## src/serializer_core_config_pkg.sv

```systemverilog
// Constants and types for the serializer base configuration registers
// Function
// - Address field reads the address in use; strapped and read-only without bypass
// - With bypass bit 0 set, address field is writable and the bus answers there
// - Writing 1 to reset bit 2 pulses a ROM reload; bit clears itself
// - Writing 1 to reset bit 1 resets logic and all writable registers; straps and settled flag kept; self-clearing
// - Writing 1 to reset bit 0 resets logic, keeps registers; self-clearing
// - Config bit 6 picks clock lane: 0 non-continuous, 1 continuous; resets 0
// - Config bits 5:4 pick data lanes: 00 one, 01 two, 11 four; reset 3
// - Config bit 1 enables transmit CRC generator; resets enabled
// - Config bit 0 takes bus voltage from index strap at start-up; writable
// - Mode field read-only strapped unless bypass bit 4 set, then writable
// - Strapped mode latched into mode field on power-down pin rising edge
// - Read-only bit 3 of mode register shows mode settled and latched
// - Mode codes: 000 sync, 010 ext clock, 011 internal clock, 101 parallel
// - Strap fields take reset values from strap pins at start-up
package serializer_core_config_pkg;
   // ----------------------------------------
   // Register offsets
   // ----------------------------------------
   localparam logic [7:0] OFS_BUS_ADDRESS_SELECT = 8'h00;
   localparam logic [7:0] OFS_RESET_CONTROL = 8'h01;
   localparam logic [7:0] OFS_GENERAL_CONFIGURATION = 8'h02;
   localparam logic [7:0] OFS_FORWARD_CHANNEL_MODE_SELECT = 8'h03;
   // ----------------------------------------
   // Field positions
   // ----------------------------------------
   localparam int ADDR_BYPASS_BIT = 0;
   localparam int ROM_RELOAD_BIT = 2;
   localparam int FULL_RESET_BIT = 1;
   localparam int LOGIC_RESET_BIT = 0;
   localparam int MODE_BYPASS_BIT = 4;
   localparam int MODE_SETTLED_BIT = 3;
   // ----------------------------------------
   // Reset values
   // ----------------------------------------
   localparam logic [1:0] LANES_RESET = 2'h3;
   localparam logic CLOCK_ON_RESET = 1'h0;
   localparam logic CRC_RESET = 1'h1;
   localparam logic [7:0] BYTE_ZERO = 8'h00;
   localparam logic [3:0] BIT_COUNT_FULL = 4'h8;
   // ----------------------------------------
   // Mode codes
   // ----------------------------------------
   localparam logic [2:0] MODE_SYNC = 3'h0;
   localparam logic [2:0] MODE_RESERVED = 3'h1;
   localparam logic [2:0] MODE_NONSYNC_EXT = 3'h2;
   localparam logic [2:0] MODE_NONSYNC_INT = 3'h3;
   localparam logic [2:0] MODE_PARALLEL = 3'h5;
   // ----------------------------------------
   // Types
   // ----------------------------------------
   typedef struct packed {
      logic reserved_7;
      logic clock_lane_always_on;
      logic [1:0] data_lanes;
      logic [1:0] reserved_3_2;
      logic crc_tx_enable;
      logic bus_voltage_1v8;
   } gen_cfg_t;
   typedef struct packed {
      logic [6:0] bus_address;
      logic [2:0] mode;
      logic index_level;
   } strap_t;
   typedef enum logic [3:0] {
      ST_IDLE, ST_ADDR, ST_ACK_ADDR, ST_INDEX, ST_ACK_INDEX,
      ST_WDATA, ST_ACK_WDATA, ST_RDATA, ST_ACK_RDATA
   } i2c_state_t;
endpackage : serializer_core_config_pkg

```

## src/serializer_core_config_regs.sv

```systemverilog
// Base configuration registers with their I2C target
`timescale 1ns/1ps
module serializer_core_config_regs (
   input wire logic i_mclk,
   input wire logic i_sys_rst,
   input wire logic i_power_down_pin,
   input wire logic [6:0] i_address_strap,
   input wire logic [2:0] i_mode_strap,
   input wire logic i_index_strap_pin,
   input wire logic i_scl,
   input wire logic i_sda,
   output logic o_sda_out,
   output logic o_sda_oe,
   output logic [6:0] o_bus_address,
   output logic o_rom_reload_trigger,
   output logic o_logic_reset,
   output logic o_clock_lane_always_on,
   output logic [1:0] o_data_lanes,
   output logic o_crc_tx_enable,
   output logic o_bus_voltage_1v8,
   output logic [2:0] o_mode,
   output logic o_mode_settled
);
   // ----------------------------------------
   // Declarations
   // ----------------------------------------
   logic pdb_prev_r;
   logic strap_load;
   logic full_reset_r;
   logic reg_rst;
   serializer_core_config_pkg::strap_t strap_r;
   logic address_strap_bypass_r;
   logic [6:0] bus_address_field_r;
   logic [4:0] reset_reserved_r;
   logic rom_reload_r;
   logic logic_reset_r;
   serializer_core_config_pkg::gen_cfg_t gen_cfg_r;
   logic mode_reserved_7_r;
   logic mode_reserved_5_r;
   logic mode_strap_bypass_r;
   logic [2:0] mode_field_r;
   logic mode_settled_r;
   logic [6:0] addr_in_use;
   logic [2:0] mode_in_use;
   serializer_core_config_pkg::i2c_state_t state_r;
   logic scl_q_r;
   logic sda_q_r;
   logic scl_rise;
   logic scl_fall;
   logic start_det;
   logic stop_det;
   logic [7:0] shift_r;
   logic [7:0] tx_r;
   logic [3:0] cnt_r;
   logic [7:0] index_r;
   logic read_dir_r;
   logic wr_en;
   logic [7:0] wr_data;
   logic sda_oe_r;
   logic [7:0] rd_now;

   // ----------------------------------------
   // Register read decode
   // ----------------------------------------
   function automatic logic [7:0] read_reg(input logic [7:0] idx);
      logic [7:0] v;
      v = serializer_core_config_pkg::BYTE_ZERO;
      if (idx == serializer_core_config_pkg::OFS_BUS_ADDRESS_SELECT) begin
         v = {addr_in_use, address_strap_bypass_r};
      end else if (idx == serializer_core_config_pkg::OFS_RESET_CONTROL) begin
         v = {reset_reserved_r, rom_reload_r, full_reset_r, logic_reset_r};
      end else if (idx == serializer_core_config_pkg::OFS_GENERAL_CONFIGURATION) begin
         v = gen_cfg_r;
      end else if (idx == serializer_core_config_pkg::OFS_FORWARD_CHANNEL_MODE_SELECT) begin
         v = {mode_reserved_7_r, strap_r.index_level, mode_reserved_5_r,
              mode_strap_bypass_r, mode_settled_r, mode_in_use};
      end
      return v;
   endfunction : read_reg
   assign rd_now = read_reg(index_r);

   // ----------------------------------------
   // Strap capture and resets
   // ----------------------------------------
   assign strap_load = i_power_down_pin & ~pdb_prev_r;
   assign reg_rst = i_sys_rst | ~i_power_down_pin | full_reset_r;

   always_ff @(posedge i_mclk) begin
      if (i_sys_rst) begin
         pdb_prev_r <= 1'b0;
      end else begin
         pdb_prev_r <= i_power_down_pin;
      end
   end

   always_ff @(posedge i_mclk) begin
      if (i_sys_rst) begin
         strap_r <= '0;
      end else if (strap_load) begin
         strap_r <= {i_address_strap, i_mode_strap, i_index_strap_pin};
      end
   end

   always_ff @(posedge i_mclk) begin
      if (i_sys_rst || !i_power_down_pin) begin
         mode_settled_r <= 1'b0;
      end else if (pdb_prev_r) begin
         mode_settled_r <= 1'b1;
      end
   end

   // ----------------------------------------
   // Address register
   // ----------------------------------------
   // Strapped unless bypassed
   assign addr_in_use = address_strap_bypass_r ? bus_address_field_r : strap_r.bus_address;
   assign mode_in_use = mode_strap_bypass_r ? mode_field_r : strap_r.mode;

   always_ff @(posedge i_mclk) begin
      if (reg_rst) begin
         address_strap_bypass_r <= 1'b0;
         bus_address_field_r <= '0;
      end else if (wr_en && index_r == serializer_core_config_pkg::OFS_BUS_ADDRESS_SELECT) begin
         address_strap_bypass_r <= wr_data[serializer_core_config_pkg::ADDR_BYPASS_BIT];
         if (wr_data[serializer_core_config_pkg::ADDR_BYPASS_BIT]) begin
            bus_address_field_r <= wr_data[7:1];
         end else begin
            bus_address_field_r <= strap_r.bus_address;
         end
      end
   end

   // ----------------------------------------
   // Reset control register
   // ----------------------------------------
   always_ff @(posedge i_mclk) begin
      if (reg_rst) begin
         reset_reserved_r <= '0;
         rom_reload_r <= 1'b0;
         logic_reset_r <= 1'b0;
      end else if (wr_en && index_r == serializer_core_config_pkg::OFS_RESET_CONTROL) begin
         reset_reserved_r <= wr_data[7:3];
         rom_reload_r <= wr_data[serializer_core_config_pkg::ROM_RELOAD_BIT];
         logic_reset_r <= wr_data[serializer_core_config_pkg::LOGIC_RESET_BIT];
      end else begin
         rom_reload_r <= 1'b0;
         logic_reset_r <= 1'b0;
      end
   end

   always_ff @(posedge i_mclk) begin
      if (i_sys_rst || full_reset_r) begin
         full_reset_r <= 1'b0;
      end else if (wr_en && index_r == serializer_core_config_pkg::OFS_RESET_CONTROL) begin
         full_reset_r <= wr_data[serializer_core_config_pkg::FULL_RESET_BIT];
      end
   end

   // ----------------------------------------
   // General configuration register
   // ----------------------------------------
   always_ff @(posedge i_mclk) begin
      if (reg_rst) begin
         gen_cfg_r <= '0;
         gen_cfg_r.clock_lane_always_on <= serializer_core_config_pkg::CLOCK_ON_RESET;
         gen_cfg_r.data_lanes <= serializer_core_config_pkg::LANES_RESET;
         gen_cfg_r.crc_tx_enable <= serializer_core_config_pkg::CRC_RESET;
         gen_cfg_r.bus_voltage_1v8 <= strap_r.index_level;
      end else if (strap_load) begin
         gen_cfg_r.bus_voltage_1v8 <= i_index_strap_pin;
      end else if (wr_en && index_r == serializer_core_config_pkg::OFS_GENERAL_CONFIGURATION) begin
         gen_cfg_r <= wr_data;
      end
   end

   // ----------------------------------------
   // Mode select register
   // ----------------------------------------
   always_ff @(posedge i_mclk) begin
      if (reg_rst) begin
         mode_reserved_7_r <= 1'b0;
         mode_reserved_5_r <= 1'b0;
         mode_strap_bypass_r <= 1'b0;
         mode_field_r <= serializer_core_config_pkg::MODE_SYNC;
      end else if (wr_en &&
                   index_r == serializer_core_config_pkg::OFS_FORWARD_CHANNEL_MODE_SELECT) begin
         mode_reserved_7_r <= wr_data[7];
         mode_reserved_5_r <= wr_data[5];
         mode_strap_bypass_r <= wr_data[serializer_core_config_pkg::MODE_BYPASS_BIT];
         if (wr_data[serializer_core_config_pkg::MODE_BYPASS_BIT]) begin
            mode_field_r <= wr_data[2:0];
         end else begin
            mode_field_r <= strap_r.mode;
         end
      end
   end

   // ----------------------------------------
   // Registered outputs
   // ----------------------------------------
   always_ff @(posedge i_mclk) begin
      if (i_sys_rst) begin
         o_bus_address <= '0;
         o_clock_lane_always_on <= serializer_core_config_pkg::CLOCK_ON_RESET;
         o_data_lanes <= serializer_core_config_pkg::LANES_RESET;
         o_crc_tx_enable <= serializer_core_config_pkg::CRC_RESET;
         o_bus_voltage_1v8 <= 1'b0;
         o_mode <= serializer_core_config_pkg::MODE_SYNC;
         o_mode_settled <= 1'b0;
         o_rom_reload_trigger <= 1'b0;
         o_logic_reset <= 1'b0;
         o_sda_out <= 1'b0;
      end else begin
         o_bus_address <= addr_in_use;
         o_clock_lane_always_on <= gen_cfg_r.clock_lane_always_on;
         o_data_lanes <= gen_cfg_r.data_lanes;
         o_crc_tx_enable <= gen_cfg_r.crc_tx_enable;
         o_bus_voltage_1v8 <= gen_cfg_r.bus_voltage_1v8;
         // Mode code passed to forward channel
         o_mode <= mode_in_use;
         o_mode_settled <= mode_settled_r;
         o_rom_reload_trigger <= rom_reload_r;
         o_logic_reset <= logic_reset_r | full_reset_r;
         o_sda_out <= 1'b0;
      end
   end
   assign o_sda_oe = sda_oe_r;

   // ----------------------------------------
   // I2C bus conditions
   // ----------------------------------------
   always_ff @(posedge i_mclk) begin
      if (i_sys_rst) begin
         scl_q_r <= 1'b1;
         sda_q_r <= 1'b1;
      end else begin
         scl_q_r <= i_scl;
         sda_q_r <= i_sda;
      end
   end
   assign scl_rise = i_scl & ~scl_q_r;
   assign scl_fall = ~i_scl & scl_q_r;
   assign start_det = i_scl & scl_q_r & sda_q_r & ~i_sda;
   assign stop_det = i_scl & scl_q_r & ~sda_q_r & i_sda;
   assign wr_en = (state_r == serializer_core_config_pkg::ST_WDATA) && scl_fall &&
                  (cnt_r == serializer_core_config_pkg::BIT_COUNT_FULL);
   assign wr_data = shift_r;

   // ----------------------------------------
   // I2C target state machine
   // ----------------------------------------
   always_ff @(posedge i_mclk) begin
      if (reg_rst) begin
         state_r <= serializer_core_config_pkg::ST_IDLE;
         shift_r <= '0;
         tx_r <= '0;
         cnt_r <= '0;
         index_r <= '0;
         read_dir_r <= 1'b0;
         sda_oe_r <= 1'b0;
      end else if (start_det) begin
         state_r <= serializer_core_config_pkg::ST_ADDR;
         cnt_r <= '0;
         sda_oe_r <= 1'b0;
      end else if (stop_det) begin
         state_r <= serializer_core_config_pkg::ST_IDLE;
         sda_oe_r <= 1'b0;
      end else if (scl_rise) begin
         case (state_r)
            serializer_core_config_pkg::ST_ADDR,
            serializer_core_config_pkg::ST_INDEX,
            serializer_core_config_pkg::ST_WDATA: begin
               shift_r <= {shift_r[6:0], i_sda};
               cnt_r <= cnt_r + 4'h1;
            end
            serializer_core_config_pkg::ST_RDATA: begin
               cnt_r <= cnt_r + 4'h1;
            end
            serializer_core_config_pkg::ST_ACK_RDATA: begin
               if (i_sda) begin
                  state_r <= serializer_core_config_pkg::ST_IDLE;
               end
            end
            default: begin
            end
         endcase
      end else if (scl_fall) begin
         case (state_r)
            serializer_core_config_pkg::ST_ADDR: begin
               if (cnt_r == serializer_core_config_pkg::BIT_COUNT_FULL) begin
                  if (shift_r[7:1] == addr_in_use) begin
                     state_r <= serializer_core_config_pkg::ST_ACK_ADDR;
                     read_dir_r <= shift_r[0];
                     sda_oe_r <= 1'b1;
                  end else begin
                     state_r <= serializer_core_config_pkg::ST_IDLE;
                  end
               end
            end
            serializer_core_config_pkg::ST_ACK_ADDR: begin
               cnt_r <= '0;
               if (read_dir_r) begin
                  state_r <= serializer_core_config_pkg::ST_RDATA;
                  tx_r <= rd_now;
                  sda_oe_r <= ~rd_now[7];
               end else begin
                  state_r <= serializer_core_config_pkg::ST_INDEX;
                  sda_oe_r <= 1'b0;
               end
            end
            serializer_core_config_pkg::ST_INDEX: begin
               if (cnt_r == serializer_core_config_pkg::BIT_COUNT_FULL) begin
                  state_r <= serializer_core_config_pkg::ST_ACK_INDEX;
                  index_r <= shift_r;
                  sda_oe_r <= 1'b1;
               end
            end
            serializer_core_config_pkg::ST_WDATA: begin
               if (cnt_r == serializer_core_config_pkg::BIT_COUNT_FULL) begin
                  state_r <= serializer_core_config_pkg::ST_ACK_WDATA;
                  sda_oe_r <= 1'b1;
               end
            end
            serializer_core_config_pkg::ST_ACK_INDEX: begin
               state_r <= serializer_core_config_pkg::ST_WDATA;
               cnt_r <= '0;
               sda_oe_r <= 1'b0;
            end
            serializer_core_config_pkg::ST_ACK_WDATA: begin
               state_r <= serializer_core_config_pkg::ST_WDATA;
               index_r <= index_r + 8'h01;
               cnt_r <= '0;
               sda_oe_r <= 1'b0;
            end
            serializer_core_config_pkg::ST_RDATA: begin
               if (cnt_r == serializer_core_config_pkg::BIT_COUNT_FULL) begin
                  state_r <= serializer_core_config_pkg::ST_ACK_RDATA;
                  index_r <= index_r + 8'h01;
                  sda_oe_r <= 1'b0;
               end else begin
                  tx_r <= {tx_r[6:0], 1'b0};
                  sda_oe_r <= ~tx_r[6];
               end
            end
            serializer_core_config_pkg::ST_ACK_RDATA: begin
               state_r <= serializer_core_config_pkg::ST_RDATA;
               cnt_r <= '0;
               tx_r <= rd_now;
               sda_oe_r <= ~rd_now[7];
            end
            default: begin
            end
         endcase
      end
   end
endmodule : serializer_core_config_regs

```

## config.mk

```make
export PLATFORM = sky130hd
export DESIGN_NAME = serializer_core_config_regs
export DESIGN_NICKNAME = d
export VERILOG_FILES = /design/src/serializer_core_config_pkg.sv /design/src/serializer_core_config_regs.sv
export SDC_FILE = /design/constraint.sdc
export NUM_CORES = 1
export LEC_CHECK = 0
export BUFFER_PORTS_ARGS = -buffer_cell sky130_fd_sc_hd__buf_2
export CORE_MARGIN = 3
export CORE_UTILIZATION = 40
export DETAILED_ROUTE_END_ITERATION = 10
export GPL_TIMING_DRIVEN = 0
export PLACE_DENSITY = 0.56
export SLEW_MARGIN = 10
export SYNTH_ARGS = -nofsm -noshare
export SYNTH_HDL_FRONTEND = slang
export SYNTH_SLANG_ARGS = --single-unit
```

## constraint.sdc

```tcl
create_clock -name i_mclk -period 5.55 [get_ports i_mclk]
set_input_delay 0.2775 -clock i_mclk [delete_from_list [all_inputs] [get_ports i_mclk]]
set_output_delay 0.2775 -clock i_mclk [all_outputs]
set_load 0.02 [all_outputs]
```

==> metrics.txt, run 1 <==
# TYPE chip_impl_metric gauge
chip_impl_metric{name="peakVddDrop",unit="mV"} 0.121
chip_impl_metric{name="start_util",unit=""} 0.415
chip_impl_metric{name="ys_async_sr_fraction",unit=""} 0
chip_impl_metric{name="pre_cts_slack",unit="ns"} 2.96
chip_impl_metric{name="drt_drc_violations_left",unit=""} 0
chip_impl_metric{name="synth-warning-count",unit=""} 0
chip_impl_metric{name="cts_sinks",unit=""} 96
chip_impl_metric{name="cts-buffers-inserted",unit=""} 9
chip_impl_metric{name="io_port_bufs",unit=""} 34
chip_impl_metric{name="layout_skew",unit="ns"} 0.00666
chip_impl_metric{name="drive_above_1_share",unit=""} 0.142
chip_impl_metric{name="totalWireLength",unit="mm"} 11.8
chip_impl_metric{name="synth.cell_area",unit="mm2"} 0.00456
chip_impl_metric{name="syn_nets",unit=""} 561
chip_impl_metric{name="netlist_instances",unit=""} 536
chip_impl_info{name="cts_tree",value="done"} 1
chip_impl_info{name="cts_root_buf",value="sky130_fd_sc_hd__clkbuf_16"} 1
chip_impl_metric{name="drt_pass1_iterations",unit=""} 5
chip_impl_metric{name="post_layout_nonfiller_instances",unit=""} 726
chip_impl_metric{name="finalWorstPathRequiredPeriod",unit="ns"} 2.64
chip_impl_metric{name="fin_nets",unit=""} 606
chip_impl_metric{name="first_global_vias",unit=""} 3719
chip_impl_metric{name="finalWorstSetupSlack",unit="ns"} 2.91
chip_impl_metric{name="synth-edff-count",unit=""} 1
chip_impl_metric{name="final_setup_violating_endpoints",unit=""} 0
chip_impl_metric{name="register_area",unit="mm2"} 0.00193
chip_impl_metric{name="yosys_register_bits",unit=""} 96
chip_impl_metric{name="total_overflow_reported_by_the_global_router",unit=""} 0
chip_impl_info{name="crit_slowest_cell",value="sky130_fd_sc_hd__nor3_1"} 1
chip_impl_metric{name="die_width",unit="um"} 113
chip_impl_metric{name="peak_fanout_along_the_critical_path",unit=""} 8
chip_impl_metric{name="coreArea",unit="mm2"} 0.0110
chip_impl_metric{name="clkSlewWorstSetupHoldPaths",unit="ns"} 0.07
chip_impl_metric{name="timing.hold.ws",unit="ns"} 0.168
chip_impl_metric{name="wl_per_cell",unit="um"} 16.2
chip_impl_info{name="rsz0062_at_grt",value="no"} 1
chip_impl_metric{name="vias_per_cell",unit=""} 5.38
chip_impl_metric{name="cap_violations",unit=""} 0
chip_impl_metric{name="layout.filler_cells",unit=""} 1083
chip_impl_info{name="worst_setup_path_category",value="reg2reg"} 1
chip_impl_metric{name="placed_cells",unit=""} 710
chip_impl_metric{name="p_leak",unit="nW"} 1.93
chip_impl_info{name="most_prevalent_standard_cell_on_the_critical_path",value="sky130_fd_sc_hd__nand2_1"} 1
chip_impl_metric{name="final_number_of_hold_violating_endpoints",unit=""} 0
chip_impl_metric{name="grt_start_max_net_pins",unit=""} 18
chip_impl_metric{name="detailedRoute.firstIterationViolations",unit=""} 206
chip_impl_info{name="timing.critical_path.from_type",value="flip-flop"} 1
chip_impl_metric{name="cp.required",unit="ns"} 5.75
chip_impl_metric{name="synthesis.area_per_instance",unit="um2"} 8.51
chip_impl_metric{name="utilization",unit=""} 0.475
chip_impl_info{name="synth_top_flop_cell",value="sky130_fd_sc_hd__dfxtp_1"} 1
chip_impl_info{name="endpoint_kind",value="flip-flop"} 1
chip_impl_metric{name="power-per-cell-area",unit="mW/mm2"} 272
chip_impl_metric{name="grt_first_pass_wirelength",unit="mm"} 19.4
chip_impl_metric{name="num_io_pins",unit=""} 36
chip_impl_metric{name="yosys.cell_types.count",unit=""} 54
chip_impl_metric{name="overall_fraction_of_global_route_tracks_in_use",unit=""} 0.190
chip_impl_info{name="timing.critical_path.cells",value="nor4_1 > nand2_1 > nor3_1 > and3_1 > buf_2 > nand2_1 > a31oi_1"} 1
chip_impl_metric{name="cts.hold.buffers_added",unit=""} 0
chip_impl_info{name="hp-class",value="in2reg"} 1
chip_impl_metric{name="placementRows",unit=""} 38
chip_impl_info{name="synth_top_cells_by_area",value="sky130_fd_sc_hd__dfxtp_1 42%, sky130_fd_sc_hd__mux2i_1 11%, sky130_fd_sc_hd__nand2_1 5.8%, sky130_fd_sc_hd__nor2_1 5.4%, sky130_fd_sc_hd__a21oi_1 5.3%"} 1
chip_impl_metric{name="yosysTopAreaCellShare",unit=""} 0.417
chip_impl_metric{name="cp_data_arrival_time",unit="ns"} 2.84
chip_impl_info{name="synth_top_cell_by_area",value="sky130_fd_sc_hd__dfxtp_1"} 1
chip_impl_metric{name="final_cycle_utilization_of_the_critical_path",unit=""} 0.475
chip_impl_metric{name="cts-root-to-sink-buffers",unit=""} 2
chip_impl_metric{name="die_outline_area",unit="mm2"} 0.0127
chip_impl_metric{name="post-dp-hpwl",unit="mm"} 8.63
chip_impl_metric{name="multiInputGateArea",unit="mm2"} 0.00244
chip_impl_metric{name="route.antenna.remaining_nets",unit=""} 0
chip_impl_metric{name="postCtsResizedCells",unit=""} 0
chip_impl_metric{name="antenna_cells_inserted",unit=""} 0
chip_impl_metric{name="yosysSeqAreaShare",unit=""} 0.423
chip_impl_info{name="run_status",value="finished, final reports clean"} 1
chip_impl_metric{name="drv_slew",unit=""} 0
chip_impl_metric{name="via_count",unit=""} 3906
chip_impl_metric{name="synthToLayoutAreaGrowth",unit="%"} 14.3
chip_impl_metric{name="antenna_found_initial",unit=""} 0
chip_impl_metric{name="cts-htree-levels",unit=""} 3
chip_impl_metric{name="maxClockFrequency",unit="GHz"} 0.379
chip_impl_metric{name="critical_path_s_largest_stage_delay",unit="ns"} 0.58
chip_impl_metric{name="worst-slew-pin-transition",unit="ns"} 0.791
chip_impl_metric{name="timing.setup.tns",unit="ns"} 0
chip_impl_metric{name="relative_slew_margins",unit=""} 0.468
chip_impl_metric{name="clock_insertion_delay_worst_skew",unit="ns"} 0.35
chip_impl_metric{name="gp_routability_congestion",unit=""} 0.885
chip_impl_metric{name="die_h",unit="um"} 113
chip_impl_metric{name="post-cts-setup-buffer-count",unit=""} 0
## layout by cell type, fill, tap and decap left out, types with 7 or more instances in the layout
cell,n
sky130_fd_sc_hd__dfxtp_1,95
sky130_fd_sc_hd__nand2_1,70
sky130_fd_sc_hd__nor2_1,66
sky130_fd_sc_hd__mux2i_1,51
sky130_fd_sc_hd__a21oi_1,48
sky130_fd_sc_hd__buf_2,43
sky130_fd_sc_hd__clkbuf_1,24
sky130_fd_sc_hd__o21ai_0,21
sky130_fd_sc_hd__inv_1,12
sky130_fd_sc_hd__and3_1,11
sky130_fd_sc_hd__nor2b_1,10
sky130_fd_sc_hd__mux2_2,9
sky130_fd_sc_hd__ha_1,9
sky130_fd_sc_hd__clkbuf_16,9
sky130_fd_sc_hd__a22oi_1,8
sky130_fd_sc_hd__nor3_1,7
sky130_fd_sc_hd__xnor2_1,7
## critical path, delay by kind of cell, from the launching register on
kind / cells / cell delay, ns
buffers and inverters: 1 / 0.26
flip-flops: 1 / 0.33
AO/OA/AOI/OAI: 1 / 0.18
AND/OR/NAND/NOR: 5 / 1.71
## layout make-up
type / instances / area share
Tap cell: 140 / 0.0336
Timing Repair Buffer: 34 / 0.0326
Clock buffer: 9 / 0.0432
Sequential cell: 96 / 0.370
Multi-Input combinational cell: 391 / 0.467
Buffer: 36 / 0.0288
Clock inverter: 7 / 0.0149
Inverter: 13 / 0.00935
## per-layer routing
| layer | vias up | global-route usage | share of wire |
|---|---|---|---|
| met5 | - | 0 | 0 |
| met4 | 0 | 0.0585 | 0.018 |
| met3 | 15 | 0.0316 | 0.044 |
| met2 | 95 | 0.308 | 0.47 |
| met1 | 1868 | 0.260 | 0.47 |
| li1 | 1928 | - | - |
## state kept, by name (all words and copies together), names as in the netlist, 5 cells and up
name,count
shift_r,8
gen_cfg_r,8
bus_address_field_r,7
tx_r,7
index_r,8
reset_reserved_r,5
o_bus_address,7
strap_r,11
## worst paths after layout
path / from / to / slack (ns) / cells past startpoint
max: index_r[3] / gen_cfg_r[0] / 2.91 / 7
min: i_address_strap[2] / strap_r[6] / 0.17 / 3
max reg2reg: index_r[3] / gen_cfg_r[0] / 2.91 / 7
min reg2reg: reset_reserved_r[0] / reset_reserved_r[0] / 0.46 / 2
## cells by family (layout without fill, tap and decap cells)
group / count (synthesis) / count (layout) / synth area share
simple gates: 207 / 207 / 0.216
compound gates: 103 / 103 / 0.136
flops: 96 / 96 / 0.423
mux: 60 / 60 / 0.134
buf+inv: 49 / 99 / 0.0436
xor+xnor: 11 / 11 / 0.0211
fa+ha+maj: 9 / 9 / 0.0247
other cells: 1 / 1 / 0.000822
## stage by stage
| stage | power [W] | area, um2 |
|---|---|---|
| after global placement | 0.000802 | 4910 |
| final | 0.00142 | 5220 |
| after floorplan | 0.000773 | 4560 |
| after global routing | 0.00147 | 5220 |
| after detailed placement | 0.000803 | 4910 |
| after CTS | 0.00143 | 5210 |
## Yosys cell counts (2+ instances only)
cell type,count
sky130_fd_sc_hd__dfxtp_1,95
sky130_fd_sc_hd__nand2_1,70
sky130_fd_sc_hd__nor2_1,66
sky130_fd_sc_hd__mux2i_1,51
sky130_fd_sc_hd__a21oi_1,48
sky130_fd_sc_hd__clkbuf_1,24
sky130_fd_sc_hd__o21ai_0,21
sky130_fd_sc_hd__inv_1,12
sky130_fd_sc_hd__and3_1,11
sky130_fd_sc_hd__nor2b_1,10
sky130_fd_sc_hd__buf_2,9
sky130_fd_sc_hd__ha_1,9
sky130_fd_sc_hd__mux2_2,9
sky130_fd_sc_hd__a22oi_1,8
sky130_fd_sc_hd__nor3_1,7
sky130_fd_sc_hd__xnor2_1,7
sky130_fd_sc_hd__nand2b_1,6
sky130_fd_sc_hd__or2_2,6
sky130_fd_sc_hd__a31oi_1,5
sky130_fd_sc_hd__nand3_1,5
sky130_fd_sc_hd__nand3b_1,5
sky130_fd_sc_hd__or3_1,5
sky130_fd_sc_hd__xor2_1,4
sky130_fd_sc_hd__nand4_1,3
sky130_fd_sc_hd__nand4b_1,3
sky130_fd_sc_hd__nor4_1,3
sky130_fd_sc_hd__o21a_1,3
sky130_fd_sc_hd__a211o_1,2
sky130_fd_sc_hd__a211oi_1,2
sky130_fd_sc_hd__a22o_1,2
sky130_fd_sc_hd__buf_1,2
## where the power goes
part	switching [W]	internal, W
Clock	0.000279	0.000355
Combinational	0.0000523	0.0000284
Sequential	0.00000657	0.000700
(Power assumes the default switching activity.)
==> inputs of run 2 (changes only) <==
Clock period 5.55 ns to 2.6 ns, I/O delays scaled along.
==> metrics.txt, run 2 (synthesis gave the netlist of run 1 again) <==
# TYPE chip_impl_metric gauge
chip_impl_metric{name="layout_skew",unit="ns"} 0.00706
chip_impl_metric{name="power.switching",unit="W"} 0.000727
chip_impl_metric{name="cts-htree-levels",unit=""} 3
chip_impl_info{name="hp-class",value="in2reg"} 1
chip_impl_metric{name="final_setup_violating_endpoints",unit=""} 0
chip_impl_metric{name="cts.hold.buffers_added",unit=""} 0
chip_impl_metric{name="synthToLayoutAreaGrowth",unit="%"} 14.5
chip_impl_metric{name="detailedRoute.firstIterationViolations",unit=""} 259
chip_impl_metric{name="power.switching_fraction",unit=""} 0.239
chip_impl_metric{name="clock_insertion_delay_worst_skew",unit="ns"} 0.35
chip_impl_metric{name="p_leak",unit="nW"} 1.93
chip_impl_info{name="r2r-end",value="gen_cfg_r[7]"} 1
chip_impl_metric{name="multiInputGateArea",unit="mm2"} 0.00244
chip_impl_metric{name="antenna_found_initial",unit=""} 0
chip_impl_metric{name="finalWorstSetupSlack",unit="ns"} 0.152
chip_impl_metric{name="register_area",unit="mm2"} 0.00193
chip_impl_info{name="worst_setup_path_category",value="reg2reg"} 1
chip_impl_metric{name="drt_drc_violations_left",unit=""} 0
chip_impl_info{name="cts_root_buf",value="sky130_fd_sc_hd__clkbuf_16"} 1
chip_impl_metric{name="cts-root-to-sink-buffers",unit=""} 2
chip_impl_metric{name="die_h",unit="um"} 113
chip_impl_metric{name="die_outline_area",unit="mm2"} 0.0127
chip_impl_metric{name="finalWorstPathRequiredPeriod",unit="ns"} 2.45
chip_impl_metric{name="final_number_of_hold_violating_endpoints",unit=""} 0
chip_impl_metric{name="final_cycle_utilization_of_the_critical_path",unit=""} 0.942
chip_impl_metric{name="gp_routability_congestion",unit=""} 0.885
chip_impl_metric{name="cts_sinks",unit=""} 96
chip_impl_info{name="rr_startpoint",value="index_r[3]"} 1
chip_impl_metric{name="power_report.internal_total",unit="W"} 0.00231
chip_impl_metric{name="die_width",unit="um"} 113
chip_impl_metric{name="placed_cells",unit=""} 710
chip_impl_metric{name="reg2reg_slack",unit="ns"} 0.15
chip_impl_metric{name="critical_path_s_largest_stage_delay",unit="ns"} 0.57
chip_impl_metric{name="totalWireLength",unit="mm"} 11.8
chip_impl_info{name="timing.critical_path.cells",value="nor4_1 > nand2_1 > nor3_2 > and3_1 > buf_2 > mux2i_1 > nor2_1"} 1
chip_impl_info{name="min_from",value="i_address_strap[2]"} 1
chip_impl_metric{name="worst_r2r_path_depth",unit=""} 7
chip_impl_metric{name="timing.setup.tns",unit="ns"} 0
chip_impl_metric{name="post-cts-setup-buffer-count",unit=""} 0
chip_impl_metric{name="sequentialPowerShare",unit=""} 0.496
chip_impl_info{name="rsz0062_at_grt",value="no"} 1
chip_impl_info{name="layout_common_cells",value="95 x sky130_fd_sc_hd__dfxtp_1, 70 x sky130_fd_sc_hd__nand2_1, 66 x sky130_fd_sc_hd__nor2_1"} 1
chip_impl_metric{name="first_global_vias",unit=""} 3718
chip_impl_metric{name="power-per-cell-area",unit="mW/mm2"} 582
chip_impl_metric{name="min_path_cells",unit=""} 3
chip_impl_metric{name="relative_slew_margins",unit=""} 0.452
chip_impl_info{name="crit_slowest_cell",value="sky130_fd_sc_hd__nor4_1"} 1
chip_impl_info{name="timing.critical_path.from_type",value="flip-flop"} 1
chip_impl_metric{name="drive_above_1_share",unit=""} 0.143
chip_impl_metric{name="placementRows",unit=""} 38
chip_impl_metric{name="power_frac_comb",unit=""} 0.057
chip_impl_metric{name="cp_data_arrival_time",unit="ns"} 2.67
chip_impl_metric{name="drv_slew",unit=""} 0
chip_impl_metric{name="post_layout_nonfiller_instances",unit=""} 726
chip_impl_metric{name="cp_num_buf_inv",unit=""} 1
chip_impl_metric{name="timing.hold.ws",unit="ns"} 0.0190
chip_impl_metric{name="overall_fraction_of_global_route_tracks_in_use",unit=""} 0.190
chip_impl_metric{name="antenna_cells_inserted",unit=""} 0
chip_impl_metric{name="drt_pass1_iterations",unit=""} 5
chip_impl_metric{name="fin_nets",unit=""} 606
chip_impl_metric{name="layout.filler_cells",unit=""} 1083
chip_impl_metric{name="wl_per_cell",unit="um"} 16.2
chip_impl_metric{name="cp.required",unit="ns"} 2.82
chip_impl_info{name="largest_register",value="strap_r"} 1
chip_impl_info{name="holdPathEnd",value="strap_r[6]"} 1
chip_impl_metric{name="peakVddDrop",unit="mV"} 0.260
chip_impl_metric{name="vias_per_cell",unit=""} 5.37
chip_impl_info{name="cts_tree",value="done"} 1
chip_impl_metric{name="grt_first_pass_wirelength",unit="mm"} 19.4
chip_impl_metric{name="worst-slew-pin-transition",unit="ns"} 0.816
chip_impl_metric{name="io_port_bufs",unit=""} 34
chip_impl_metric{name="maxClockFrequency",unit="GHz"} 0.408
chip_impl_metric{name="coreArea",unit="mm2"} 0.0110
chip_impl_metric{name="peak_fanout_along_the_critical_path",unit=""} 8
chip_impl_metric{name="via_count",unit=""} 3899
chip_impl_info{name="cpLargestDelayFamily",value="simple AND/OR/NAND/NOR gates"} 1
chip_impl_metric{name="total_overflow_reported_by_the_global_router",unit=""} 0
chip_impl_metric{name="largest_register_ffs",unit=""} 11
chip_impl_info{name="run_status",value="finished, final reports clean"} 1
chip_impl_metric{name="start_util",unit=""} 0.415
chip_impl_metric{name="cts-buffers-inserted",unit=""} 9
chip_impl_metric{name="cap_violations",unit=""} 0
chip_impl_metric{name="grt_start_max_net_pins",unit=""} 18
chip_impl_metric{name="clkSlewWorstSetupHoldPaths",unit="ns"} 0.07
chip_impl_metric{name="route.antenna.remaining_nets",unit=""} 0
chip_impl_metric{name="num_io_pins",unit=""} 36
chip_impl_metric{name="power.clock.fraction",unit=""} 0.447
chip_impl_metric{name="post-dp-hpwl",unit="mm"} 8.63
chip_impl_metric{name="pre_cts_slack",unit="ns"} 0.0104
chip_impl_info{name="endpoint_kind",value="flip-flop"} 1
chip_impl_info{name="layout.cells.most_common",value="sky130_fd_sc_hd__dfxtp_1"} 1
run 2: cell counts in the layout (fill, tap and decap cells not counted):
Identical to the previous run, type by type.
run 2: layout make-up:
class,count,area share
well taps,140,0.0335
repair buffers,34,0.0326
inverters,13,0.00935
clock inverters,7,0.0149
clock buffers,9,0.0431
flip-flops and latches,96,0.370
plain buffers,36,0.0288
multi-input cells,391,0.468
run 2: per-stage QoR:
stage | util | power, W | cell area, um2
finish | 0.475 | 0.00304 | 5220
global route | 0.475 | 0.00313 | 5220
CTS | 0.475 | 0.00306 | 5220
detailed placement | 0.447 | 0.00171 | 4910
global placement | 0.447 | 0.00171 | 4910
floorplan | - | 0.00165 | 4560
run 2: repair_timing:
action                                  4_1_cts  5_1_grt
endpoints found under the setup margin        1       14
endpoints found under the hold margin         0        0
resized for setup                             1        1
pin swaps                                     0        0
run 2: worst max path at each step:
stage	to	cells past startpoint	slack, ns	from
after floorplan	index_r[0]	7	0.64	scl_q_r
after global placement	gen_cfg_r[5]	7	0.10	index_r[3]
after detailed placement	reset_reserved_r[0]	5	0.01	index_r[3]
after CTS	gen_cfg_r[0]	7	0.008	index_r[3]
after global routing	gen_cfg_r[6]	7	0.06	index_r[3]
final	gen_cfg_r[7]	7	0.15	index_r[3]
run 2: power by group through the flow:
stage	Combinational, W	Clock (W)	Sequential [W]
6_report	0.000172	0.00136	0.00151
4_1_cts	0.000173	0.00138	0.00151
3_3_place_gp	0.000170	0	0.00154
5_1_grt	0.000192	0.00143	0.00151
2_1_floorplan	0.000103	0	0.00155
3_5_place_dp	0.000172	0	0.00154
run 2: worst min-delay path, delay by kind of cell:
family	cells	cell delay (ns)
buffers and inverters	1	0.09
and+or+nand+nor	1	0.05
AOI/OAI and AO/OA	1	0.05
run 2: routing by layer:
layer,vias to the layer above,global-route usage,share of wire
met5,-,0,0
met2,85,0.310,0.47
met1,1872,0.261,0.47
li1,1929,-,-
met3,13,0.0316,0.042
met4,0,0.0537,0.014
